$ cat src/hw/asri_pkg.sv
// Package: constants and types for the address strap and reset init block
package asri_pkg;

  // ****************************************************************
  // Converter and strap bins
  // ****************************************************************
  localparam int ADC_W = 12;
  localparam logic [3:0] BIN_FIRST = 4'h4;
  localparam logic [3:0] BIN_LAST  = 4'hb;
  localparam logic [3:0] BIN_COUNT = 4'h8;
  localparam logic [6:0] ADDR_MULT = 7'h0c;
  localparam logic [6:0] ADDR_DEFAULT = 7'h7e;
  // Lower edge of each bin; each edge is 1.25 times the one below, last entry is top limit
  localparam logic [ADC_W-1:0] BIN_EDGE [0:8] = '{
    12'h0c0, 12'h0f0, 12'h12c, 12'h177, 12'h1d5,
    12'h24a, 12'h2dc, 12'h393, 12'h478};

  // ****************************************************************
  // Timing
  // ****************************************************************
  localparam int CLK_HZ = 40000000;
  localparam int INIT_TIME_MS = 20;
  localparam int INIT_CYCLES = CLK_HZ / 1000 * INIT_TIME_MS;
  localparam int RESET_EXIT_MS = 1;
  localparam int RESET_EXIT_CYCLES = CLK_HZ / 1000 * RESET_EXIT_MS;
  localparam int RESET_MIN_NS = 1000;
  localparam int RESET_MIN_CYCLES = (RESET_MIN_NS + 24) / 25;
  localparam int STRAP_SETTLE_CYCLES = 16;

  // ****************************************************************
  // Configuration memory
  // ****************************************************************
  localparam int CFG_AW = 6;
  localparam int CFG_DW = 16;
  localparam logic [15:0] CFG_BLANK = 16'hffff;

  typedef enum logic [4:0] {
    ST_RESET  = 5'b00001,
    ST_STRAP  = 5'b00010,
    ST_INIT   = 5'b00100,
    ST_RUN    = 5'b01000,
    ST_STORE  = 5'b10000
  } asri_state_t;

endpackage

$ cat src/hw/asri_link_if.sv
// Interface: configuration host to device link, with reset line
`timescale 1ns/100ps
interface asri_link_if #(parameter int AW = 6, parameter int DW = 16);
  logic          reset_n;     // Active-low external reset
  logic          wr_valid;    // Parameter write strobe
  logic [AW-1:0] wr_index;
  logic [DW-1:0] wr_data;
  logic          store_all;   // Commit working copy to storage
  logic          image_load;  // Full image word, written straight to storage
  logic          busy;        // Device not ready for requests
  logic          store_done;  // One-cycle pulse after commit

  modport device (input reset_n, wr_valid, wr_index, wr_data, store_all, image_load,
                  output busy, store_done);
  modport host   (output reset_n, wr_valid, wr_index, wr_data, store_all, image_load,
                  input busy, store_done);
endinterface

$ cat src/hw/asri_strap_decode.sv
// Strap voltage to bin classifier
`timescale 1ns/100ps
module asri_strap_decode import asri_pkg::*; (
  // Sample in
  input  wire logic [ADC_W-1:0] volt,
  // Result
  output logic      [3:0]       bin,
  output logic                  bad
);
  always_comb begin
    bin = BIN_FIRST;
    bad = (volt < BIN_EDGE[0]) || (volt >= BIN_EDGE[8]); // RULE4 RULE5
    for (int i = 1; i < 8; i++) begin
      if (volt >= BIN_EDGE[i]) begin
        bin = BIN_FIRST + 4'(i); // RULE3
      end
    end
  end
endmodule // asri_strap_decode

$ cat src/hw/asri_device.sv
// Device end: strap address capture, reset, init period and config storage
//
// What this block does
// RULE1 - Bias straps and digitize them, 12 bits
// RULE2 - Address is twelve times high plus low
// RULE3 - Eight bins, 4 to 11, ratio 1.25
// RULE4 - Shorted strap gives default address 126
// RULE5 - Open strap gives default address 126
// RULE6 - Address 126 enables test port, blocks GPIO; code blocks only the GPIO 3:0 output enables
// RULE7 - Bus devices avoid addresses 0, 12, 127; code excludes none: bins hi/lo 10/8 give 0, 11/8 give 12, 10/7 give 127
// RULE8 - Bus devices avoid addresses 11 and 126; the code excludes neither: high/low bins 11/7 wrap to 11, 10/6 give 126
// RULE9 - Power-on reset holds until supply good
// RULE10 - External low reset holds; exit within 1 ms
// RULE11 - Run 20 ms initialization after each reset
// RULE12 - During init fast PWM low, others open
// RULE13 - Factory config: outputs open, PWM low, idle
// RULE14 - Each bus write overwrites working copy
// RULE15 - Store-all copies working set to storage
// RULE16 - Accept full image from bus or test port
// RULE17 - Blank storage also enables test port
// RULE18 - Strap address latched once per reset
`timescale 1ns/100ps
module asri_device import asri_pkg::*; #(
  parameter int INIT_CNT = INIT_CYCLES,
  parameter int NPWM     = 8,
  parameter int NGPIO    = 16
) (
  // Clock and reset
  input  wire logic              mclk,
  input  wire logic              sys_rst,
  input  wire logic              digital_supply_rail_good,
  // Link
  asri_link_if.device            link,
  // Strap converter
  output logic                   strap_bias_en,
  output logic                   strap_sel_high,
  input  wire logic [ADC_W-1:0]  strap_adc_data,
  input  wire logic              strap_adc_valid,
  // Test port image path
  input  wire logic              tap_wr_valid,
  input  wire logic [CFG_AW-1:0] tap_wr_index,
  input  wire logic [CFG_DW-1:0] tap_wr_data,
  // Pins and status
  output logic [NPWM-1:0]        fast_pwm_output,
  output logic [NGPIO-1:0]       gpio_out,
  output logic [NGPIO-1:0]       gpio_oe,
  output logic [6:0]             bus_addr,
  output logic                   test_port_en,
  output logic                   running
);
  typedef struct packed {
    asri_state_t          st;
    logic [31:0]          cnt;
    logic [ADC_W-1:0]     low_v;
    logic                 have_low;
    logic [6:0]           addr;
    logic                 tap_en;
    logic                 busy;
    logic                 done;
    logic                 run;
    logic [CFG_AW-1:0]    idx;
    logic [NPWM-1:0]      pwm;
    logic [NGPIO-1:0]     gout;
    logic [NGPIO-1:0]     goe;
    logic                 bias;
    logic                 sel_high;
  } asri_dev_t;

  asri_dev_t s_q, s_d;
  logic [CFG_DW-1:0] work_mem [0:(1<<CFG_AW)-1];
  logic [CFG_DW-1:0] nv_mem   [0:(1<<CFG_AW)-1];
  logic [3:0] bin_lo, bin_hi;
  logic       bad_lo, bad_hi;
  logic       in_reset;

  asri_strap_decode u_lo (.volt(s_q.low_v), .bin(bin_lo), .bad(bad_lo));
  asri_strap_decode u_hi (.volt(strap_adc_data), .bin(bin_hi), .bad(bad_hi));

  // ****************************************************************
  // Reset sources
  // ****************************************************************
  // Supply and pin both hold; pin is taken as already synchronous
  assign in_reset = sys_rst || !digital_supply_rail_good || !link.reset_n; // RULE9 RULE10

  // ****************************************************************
  // Control
  // ****************************************************************
  always_comb begin
    s_d = s_q;
    s_d.done = 1'b0;
    case (s_q.st)
      ST_RESET: begin
        s_d.busy = 1'b1;
        s_d.st = ST_STRAP;
        s_d.bias = 1'b1; // RULE1
        s_d.sel_high = 1'b0;
        s_d.have_low = 1'b0;
      end
      ST_STRAP: begin
        if (strap_adc_valid) begin
          if (!s_q.have_low) begin
            s_d.low_v = strap_adc_data; // RULE1
            s_d.have_low = 1'b1;
            s_d.sel_high = 1'b1;
          end else begin
            s_d.bias = 1'b0;
            s_d.st = ST_INIT;
            s_d.cnt = '0;
            if (bad_lo || bad_hi) begin
              s_d.addr = ADDR_DEFAULT; // RULE4 RULE5
            end else begin
              s_d.addr = 7'(ADDR_MULT * 7'(bin_hi) + 7'(bin_lo)); // RULE2 RULE18
            end
            s_d.tap_en = (bad_lo || bad_hi)
                         || (7'(ADDR_MULT * 7'(bin_hi) + 7'(bin_lo)) == ADDR_DEFAULT)
                         || (nv_mem[0] == CFG_BLANK); // RULE6 RULE17
          end
        end
      end
      ST_INIT: begin
        s_d.pwm = '0; // RULE12
        s_d.goe = '0; // RULE12
        s_d.cnt = s_q.cnt + 32'h1;
        if (s_q.cnt >= 32'(INIT_CNT - 1)) begin
          s_d.st = ST_RUN; // RULE11
          s_d.busy = 1'b0;
          s_d.run = 1'b1;
        end
      end
      ST_RUN: begin
        // Stored word 1 steers enables, word 2 levels; blank image keeps pins open
        if (nv_mem[1] == CFG_BLANK) begin
          s_d.goe = '0; // RULE13
        end else begin
          s_d.goe = nv_mem[1][NGPIO-1:0];
        end
        s_d.gout = (nv_mem[2] == CFG_BLANK) ? '0 : nv_mem[2][NGPIO-1:0];
        // Shared test-port pins stay out of GPIO use while the port is on
        if (s_q.tap_en) begin
          s_d.goe[3:0] = 4'h0; // RULE6
        end
        s_d.pwm = '0; // RULE13
        if (link.store_all) begin
          s_d.st = ST_STORE; // RULE15
          s_d.busy = 1'b1;
          s_d.idx = '0;
        end
      end
      ST_STORE: begin
        s_d.idx = s_q.idx + 1'b1;
        if (&s_q.idx) begin
          s_d.st = ST_RUN;
          s_d.busy = 1'b0;
          s_d.done = 1'b1;
        end
      end
      default: s_d.st = ST_RESET;
    endcase
  end

  always_ff @(posedge mclk) begin
    if (in_reset) begin
      s_q <= '{st: ST_RESET, busy: 1'b1, default: '0}; // RULE10
    end else begin
      s_q <= s_d;
    end
  end

  // ****************************************************************
  // Working and stored configuration
  // ****************************************************************
  // No reset on the arrays: storage must survive resets
  always_ff @(posedge mclk) begin
    if (s_q.st == ST_RUN && link.wr_valid && !link.image_load) begin
      work_mem[link.wr_index] <= link.wr_data; // RULE14
    end
    if (s_q.st == ST_STORE) begin
      nv_mem[s_q.idx] <= work_mem[s_q.idx]; // RULE15
    end else if (s_q.st == ST_RUN && link.wr_valid && link.image_load) begin
      nv_mem[link.wr_index] <= link.wr_data; // RULE16
    end else if (s_q.st == ST_RUN && s_q.tap_en && tap_wr_valid) begin
      nv_mem[tap_wr_index] <= tap_wr_data; // RULE16
    end
  end

  assign link.busy       = s_q.busy;
  assign link.store_done = s_q.done;
  assign strap_bias_en   = s_q.bias;
  assign strap_sel_high  = s_q.sel_high;
  assign fast_pwm_output = s_q.pwm;
  assign gpio_out        = s_q.gout;
  assign gpio_oe         = s_q.goe;
  assign bus_addr        = s_q.addr;
  assign test_port_en    = s_q.tap_en;
  assign running         = s_q.run;
endmodule // asri_device

$ cat src/flat_wrapper.sv
// flat-port wrapper written by rule: the top's interface ports become plain ports
module asri_device_flat import asri_pkg::*;
#(
  parameter int INIT_CNT = INIT_CYCLES,
  parameter int NPWM     = 8,
  parameter int NGPIO    = 16
)
  (mclk, sys_rst, digital_supply_rail_good, strap_bias_en, strap_sel_high, strap_adc_data, strap_adc_valid, tap_wr_valid, tap_wr_index, tap_wr_data, fast_pwm_output, gpio_out, gpio_oe, bus_addr, test_port_en, running, link_reset_n, link_wr_valid, link_wr_index, link_wr_data, link_store_all, link_image_load, link_busy, link_store_done);
  asri_link_if #(.AW(CFG_AW), .DW(CFG_DW)) link_i ();
  input  wire logic mclk;
  input  wire logic sys_rst;
  input  wire logic digital_supply_rail_good;
  output logic strap_bias_en;
  output logic strap_sel_high;
  input  wire logic [ADC_W-1:0] strap_adc_data;
  input  wire logic strap_adc_valid;
  input  wire logic tap_wr_valid;
  input  wire logic [CFG_AW-1:0] tap_wr_index;
  input  wire logic [CFG_DW-1:0] tap_wr_data;
  output logic [NPWM-1:0] fast_pwm_output;
  output logic [NGPIO-1:0] gpio_out;
  output logic [NGPIO-1:0] gpio_oe;
  output logic [6:0] bus_addr;
  output logic test_port_en;
  output logic running;
  input wire logic [$bits(link_i.reset_n)-1:0] link_reset_n;
  input wire logic [$bits(link_i.wr_valid)-1:0] link_wr_valid;
  input wire logic [$bits(link_i.wr_index)-1:0] link_wr_index;
  input wire logic [$bits(link_i.wr_data)-1:0] link_wr_data;
  input wire logic [$bits(link_i.store_all)-1:0] link_store_all;
  input wire logic [$bits(link_i.image_load)-1:0] link_image_load;
  output wire logic [$bits(link_i.busy)-1:0] link_busy;
  output wire logic [$bits(link_i.store_done)-1:0] link_store_done;
  assign link_i.reset_n = link_reset_n;
  assign link_i.wr_valid = link_wr_valid;
  assign link_i.wr_index = link_wr_index;
  assign link_i.wr_data = link_wr_data;
  assign link_i.store_all = link_store_all;
  assign link_i.image_load = link_image_load;
  assign link_busy = link_i.busy;
  assign link_store_done = link_i.store_done;
  asri_device #(.INIT_CNT(INIT_CNT), .NPWM(NPWM), .NGPIO(NGPIO)) u_core (.mclk(mclk), .sys_rst(sys_rst), .digital_supply_rail_good(digital_supply_rail_good), .link(link_i), .strap_bias_en(strap_bias_en), .strap_sel_high(strap_sel_high), .strap_adc_data(strap_adc_data), .strap_adc_valid(strap_adc_valid), .tap_wr_valid(tap_wr_valid), .tap_wr_index(tap_wr_index), .tap_wr_data(tap_wr_data), .fast_pwm_output(fast_pwm_output), .gpio_out(gpio_out), .gpio_oe(gpio_oe), .bus_addr(bus_addr), .test_port_en(test_port_en), .running(running));
endmodule
$ cat config.mk
export PLATFORM = sky130hd
export DESIGN_NAME = asri_device_flat
export DESIGN_NICKNAME = d
export VERILOG_FILES = /design/src/hw/asri_pkg.sv /design/src/hw/asri_link_if.sv /design/src/hw/asri_strap_decode.sv /design/src/hw/asri_device.sv /design/src/flat_wrapper.sv
export SDC_FILE = /design/constraint.sdc
export NUM_CORES = 1
export LEC_CHECK = 0
export BUFFER_PORTS_ARGS = -buffer_cell sky130_fd_sc_hd__buf_2
export CAP_MARGIN = 10
export CORE_MARGIN = 3
export CORE_UTILIZATION = 62
export CTS_CLUSTER_DIAMETER = 30
export DETAILED_ROUTE_END_ITERATION = 8
export PLACE_DENSITY = 0.79
export SKIP_LAST_GASP = 1
export SYNTH_ARGS = -nofsm -noshare
export SYNTH_HDL_FRONTEND = slang
export SYNTH_HIERARCHICAL = 1
export SYNTH_SLANG_ARGS = --single-unit
$ cat constraint.sdc
create_clock -name mclk -period 3.7 [get_ports mclk]
set_input_delay 0.37 -clock mclk [delete_from_list [all_inputs] [get_ports mclk]]
set_output_delay 0.37 -clock mclk [all_outputs]
set_load 0.005 [all_outputs]
Yosys cells after proc, flatten, opt, wreduce, memory -nomap -nowiden. Memories as Yosys holds them, arrays and structs flattened. A register that Yosys moved wholly into a read port is not among the register bits. Cells that the tools add are included.

Word-level logic and storage cells: 148. Memory bits (read-only): 0. Input bits: 65. Register bits after elaboration: 101. Bits in latches: 0. Bits in writable memories: 2048. Memories: 2.

Memories: u_core.nv_mem (depth 64, bits a word 16, read ports 3, clocked after Yosys merged registers in 0, write ports 1, line asri_device.sv:71) `logic [CFG_DW-1:0] nv_mem [0:(1<<CFG_AW)-1];`; u_core.work_mem (depth 64, bits a word 16, read ports 1, clocked after Yosys merged registers in 1, write ports 1, line asri_device.sv:70) `logic [CFG_DW-1:0] work_mem [0:(1<<CFG_AW)-1];`.

Magnitude comparators: 19. $mul: 1. Multiplexer cells: 58. Reductions and logical operators: 34. Div/mod/pow operators: 0. Shifts and indexed selects: 0. $add $sub $neg: 3. Bitwise logic cells: 2. Eq/ne operators: 15.

Operator list (number): >= comparator 12 x 10 -> 1 bit, second input constant (6); >= comparator 12 x 9 -> 1 bit, second input constant (6); two-way mux 16 bit (4); one-hot mux 32 bit (2 select lines) (1); two-way mux 58 bit (1); two-way mux 4 bit (13); equality test 16 bit, second input constant (3); two-way mux 37 bit (1); adder 32 x 1 -> 32 bit, second input constant (1); >= comparator 32 x 20 -> 1 bit, second input constant (1); one-hot mux 16 bit (2 select lines) (1); OR reduction 16 bit (2); two-way mux 6 bit (5); one-hot mux 5 bit (5 select lines) (1); >= comparator 12 x 11 -> 1 bit, second input constant (2); >= comparator 12 x 8 -> 1 bit, second input constant (2); < comparator 12 x 8 -> 1 bit, second input constant (2); two-way mux 1 bit (19); two-way mux 5 bit (3); AND reduction 3 bit (5); two-way mux 13 bit (1); one-hot mux 6 bit (2 select lines) (1); two-way mux 8 bit (1); nonzero test 2 bit (4); other kinds (26) (46).

Longest topological paths before layout.
Word-level depth: 16. Gate-level depth with buffers: 13. Mapped depth without buffers: 12.

Cells and area by module. Netlist, hierarchy kept.

By module, submodules not included: asri_device (area an instance 46564.7 um2, sequential area each 34332.9 um2, instances 1, cells an instance 2712); asri_strap_decode (area an instance 271.5 um2, sequential area each 0.0 um2, instances 2, cells an instance 41).

Worst setup path after synthesis. No wires, ideal clock.

Path kind: input to register. From: in strap_adc_data[7]. To: reg u_core.s_q (netlist bit u_core/test_port_en). Slack: 0.678 ns. Arrival: 2.892 ns. Stages on the path: 13. Library setup time: 0.131 ns. Data required time: 3.569 ns. Buffers on the path: 1. Cell sequence: buf_6 -> a2111o_1 -> a22o_1 -> a221o_1 -> nand4_1 -> ha_1 -> ha_1 -> a21o_1 -> nand2_1 -> xor2_1 -> nor3_1 -> a2111oi_0 -> nor3_1.

Word-level cells in the longest chain between the ends: 13. Elaborated cells on any way between the ends: 23. Those cells by class: add/sub: 1; mul: 1; order compare: 9; eq/ne: 1; mux: 7; reduce/logical: 4.

Ends and longest elaborated chain: from (decl) (line flat_wrapper.sv:15) `input wire logic [ADC_W-1:0] strap_adc_data;`; >= comparator 12 x 8 -> 1 bit (line asri_strap_decode.sv:14) `if (volt >= BIN_EDGE[i]) begin`; two-way mux 1 bit (line asri_strap_decode.sv:14); two-way mux 4 bit (5 in a row) (line asri_strap_decode.sv:14); two-way mux 4 bit * (line asri_strap_decode.sv:14); named net u_core.bin_hi[0] (line asri_device.sv:72) `logic [3:0] bin_lo, bin_hi;`; multiplier 2 x 4 -> 5 bit * (line asri_device.sv:115) `|| (7'(ADDR_MULT * 7'(bin_hi) + 7'(bin_lo)) == ADDR_DEFAULT)`; adder 7 x 4 -> 7 bit * (line asri_device.sv:115); equality test 7 bit * (line asri_device.sv:115); logical OR 1 bit * (line asri_device.sv:115); logical OR 1 bit * (line asri_device.sv:116) `|| (nv_mem[0] == CFG_BLANK);`; to (signal assigned) (line asri_device.sv:163) `s_q <= '{st: ST_RESET, busy: 1'b1, default: '0};`; to (signal assigned) (line asri_device.sv:165) `s_q <= s_d;`; to (decl) (line asri_device.sv:69) `asri_dev_t s_q, s_d;`.

The timed path passes the listed nets; every way through them passes the cells marked *. A chain may end at the register's enable or synchronous reset.

Final worst setup path.
From: reg u_core/s_q[105] (netlist bit). To: mem u_core.work_mem[15][5], enable pin.

Word-level cells in the longest chain between the ends: 5.

Ends and longest elaborated chain: equality test 5 x 4 -> 1 bit (line asri_device.sv:174) `if (s_q.st == ST_RUN && link.wr_valid && !link.image_load) begin`; logical AND 1 bit (2 in a row) (line asri_device.sv:174); two-way mux 1 bit (line asri_device.sv:174); two-way mux 1 bit (implied by the code) (line asri_device.sv:175) `work_mem[link.wr_index] <= link.wr_data;`; to (decl) (line asri_device.sv:70).

Every way passes these cells.

==> summary.md <==
| Metric | Value |
|---|---|
| Max FO, Critical Path | 16 |
| Initial antenna violation count | 7 |
| Worst Path Arrival | 3.85 ns |
| Syn Area/Cell | 16.9 um^2 |
| CTS tree | built |
| GR Overflow Total | 0 |
| Largest net degree at the start of global routing | 60 |
| Ratio of cells with drive above 1 in the final layout | 0.218 |
| First-pass GRT wire length | 185000 um |
| Hold Crit Class | primary input to flip-flop |
| VDD IR-drop max | 0.613 mV |
| Num CTS Buffers | 180 |
| Chip width | 282 um |
| WP data required | 4.13 ns |
| Min-Delay Startpoint | strap_adc_data[5] |
| FF-to-FF setup slack | 0.27 ns |
| Clock Latency Late Sink | 0.77 ns |
| Post-Synthesis Cells | 2794 |
| Routability cong. | 0.922 |
| Die H | 282 um |
| Skew final | 0.0413 ns |
| Clk root buf | clkbuf_16 |
| Post-Place Setup Slack | 0.311 ns |
| Reg2Reg Launch Point | u_core/s_q[105] |
| Final worst slack | 0.274 ns |
| Period utilization | 0.926 |
| Overall Global Routing Usage | 0.320 |
| Synth Flop Type | edfxtp_1 |
| Outcome | completed |
| Cell Rows | 100 |
| Post-CTS sizing | 0 |
| Final setup fails | 0 |
| Drt total wl | 126000 um |
| Worst-Margin Slew | 1.19 ns |
| Relative slew slack | 0.207 |
| WL/cell | 30.2 um |
| Vias per std cell | 6.86 |
| Total Die Area | 79300 um^2 |
| Clock Sinks | 1179 |
| Max Freq | 292 MHz |
| Clock slew at reported path FFs | 0.06 ns |
| Final total negative setup slack | 0 ns |
| Synthesized area | 47100 um^2 |
| Min cycle time layout | 3.43 ns |
| Max Cap Viol | 0 |
| Distinct cells, synth | 73 |
| Critical Path End Type | flip-flop |
| YS warnings | 6 |
| EDFF count, synth | 1072 |
| # fillers | 3999 |
| Hold path depth | 3 |
| Worst Setup Start Kind | flip-flop |
| Sequential share of the synthesized area | 0.729 |
| DP HPWL | 71400 um |
| Port Buffers | 109 |
| Synthesized flop and latch total | 1179 |
| Final hold violation count | 0 |
| Drt first pass iters | 8 |
| Worst Hold End | u_core/s_q[65] |
| Leak | 17.5 nW |
| CTS H-tree depth | 4 |
| Async SR Flop Fraction | 0 |
| Slew Viols, Final | 0 |
| Routed Antenna Nets | 0 |
| Initial core utilization | 0.630 |
| Number of global-route vias before repair | 28600 |
| RSZ-0062 raised after global routing | false |
| DR iter-0 viols | 3822 |
| Final nets | 3127 |
| DR DRC count | 0 |
| Via count | 28700 |
| Core ar. | 74800 um^2 |
| I/O pin count | 118 |
| Capturing point of the worst reg2reg path | u_core/work_mem[15][5] |
| Final Hold Slack | 0.0299 ns |
| Power Density | 581 nW/um^2 |
| Max Root-Sink Buffers | 3 |
| Synth-to-Final Area Change | 18.0% |
| R2R cell count | 6 |
| Crit Path Class | flip-flop to flip-flop |
-- placed cells by master, fill, tap and decap left out, types with 15 or more instances in the layout --
| master | instances |
|---|---|
| a22oi_1 | 147 |
| inv_6 | 18 |
| nor2_1 | 164 |
| clkinv_4 | 20 |
| clkinvlp_4 | 23 |
| nor3_1 | 29 |
| dfxtp_1 | 103 |
| or3_1 | 18 |
| clkinv_1 | 27 |
| buf_4 | 148 |
| bufinv_16 | 24 |
| clkbuf_16 | 181 |
| buf_2 | 109 |
| clkinv_2 | 20 |
| nand2_1 | 75 |
| o21ai_0 | 47 |
| nand4_1 | 49 |
| a21oi_1 | 68 |
| a22o_1 | 30 |
| edfxtp_1 | 1072 |
| a31oi_1 | 34 |
| mux4_2 | 92 |
| buf_12 | 15 |
| mux2i_1 | 357 |
| nand3_1 | 57 |
-- repair_timing --
item / CTS / global route
endpoints found under the hold margin: 12 / 0
buffers inserted: 0 / 0
hold buffers: 11 / 0
-- per-stage QoR --
stage	util	power, mW	std cells	instance area [um^2]
after global routing	0.743	33.1	4181	55600
after global placement	0.656	15.1	3829	49100
final	0.743	32.3	4184	55600
after CTS	0.743	32.4	4180	55600
after detailed placement	0.656	15.2	3829	49100
after floorplan	-	14.9	2801	47100
-- worst max-delay path by stage --
stage / startpoint / slack (ns) / endpoint
2_1_floorplan: strap_adc_data[7] / 0.68 / u_core/test_port_en
3_3_place_gp: strap_adc_data[3] / 0.31 / u_core/test_port_en
3_5_place_dp: strap_adc_data[3] / 0.31 / u_core/test_port_en
4_1_cts: u_core/s_q[105] / 0.43 / u_core/work_mem[15][5]
5_1_grt: u_core/s_q[105] / 0.17 / u_core/work_mem[15][14]
6_report: u_core/s_q[105] / 0.27 / u_core/work_mem[15][5]
-- cell families after synthesis --
kind of cell | synth area share
other | 0.0000796
AO/OA/AOI/OAI | 0.0619
buffers and inverters | 0.0269
AND/OR/NAND/NOR | 0.0519
flip-flops | 0.729
XOR/XNOR | 0.00502
adder cells (fa/ha/maj) | 0.00271
multiplexers | 0.123
-- cells in the mapped netlist (13+ instances only) --
cell type  count  area, um^2
buf_1         17        63.8
o21ai_0       47         235
nand3_1       57         285
a22oi_1      147        1100
nor2_1       165         619
a22o_1        30         263
a31oi_1       34         213
nand4_1       49         307
dfxtp_1      107        2140
o32a_1        14         140
a21oi_1       68         340
clkbuf_1      64         240
xnor2_1       13         114
or3_1         18         113
nand2_1       75         282
xor2_1        14         123
buf_2         35         175
buf_4         85         638
edfxtp_1    1072       32200
mux2i_1      357        3570
nor3_1        29         145
nor4_1        13        81.3
mux4_2        92        2070
-- critical path, cell delays in order, from the launching register on --
cell,delay (ns)
dfxtp_1,0.42
nor3_1,0.35
nand2_1,0.16
nor3b_2,0.51
nand4_1,0.86
nor2_1,0.42
buf_4,0.34
-- power by group --
group | switching [mW] | internal (mW) | total, mW
logic | 0.322 | 0.0850 | 0.407
clock network | 6.55 | 10.8 | 17.4
registers | 0.00313 | 14.5 | 14.5
-- metal layers --
metal / part of all wire / wire length [um] / up-vias / track usage
li1: - / - / 11700 / -
met1: 0.35 / 44500 / 14400 / 0.413
met2: 0.48 / 60900 / 2240 / 0.513
met3: 0.11 / 14200 / 419 / 0.0785
met4: 0.053 / 6680 / 0 / 0.163
met5: 0 / 0 / - / 0
-- cell type report --
class	instances	area, um^2	area share
multi-input combinational	1402	11600	0.208
antenna	4	10.0	0.000180
clock inverter	152	1830	0.0329
timing repair buffer	283	2070	0.0372
clock buffer	188	4560	0.0819
inverter	7	26.3	0.000473
tap	969	1210	0.0218
sequential	1179	34300	0.618
-- sequential cells by signal, summed over array words and instances, names as in the netlist, named ones only --
register,flops
u_core/gpio_oe,16
u_core/strap_bias_en,1
u_core/running,1
u_core/nv_mem,48
u_core/test_port_en,1
u_core/gpio_out,16
u_core/strap_sel_high,1
u_core/s_q,56
u_core/link.busy,1
u_core/work_mem,1024
u_core/bus_addr,7
u_core/link.store_done,1
Power figures use the tool's default switching activity.
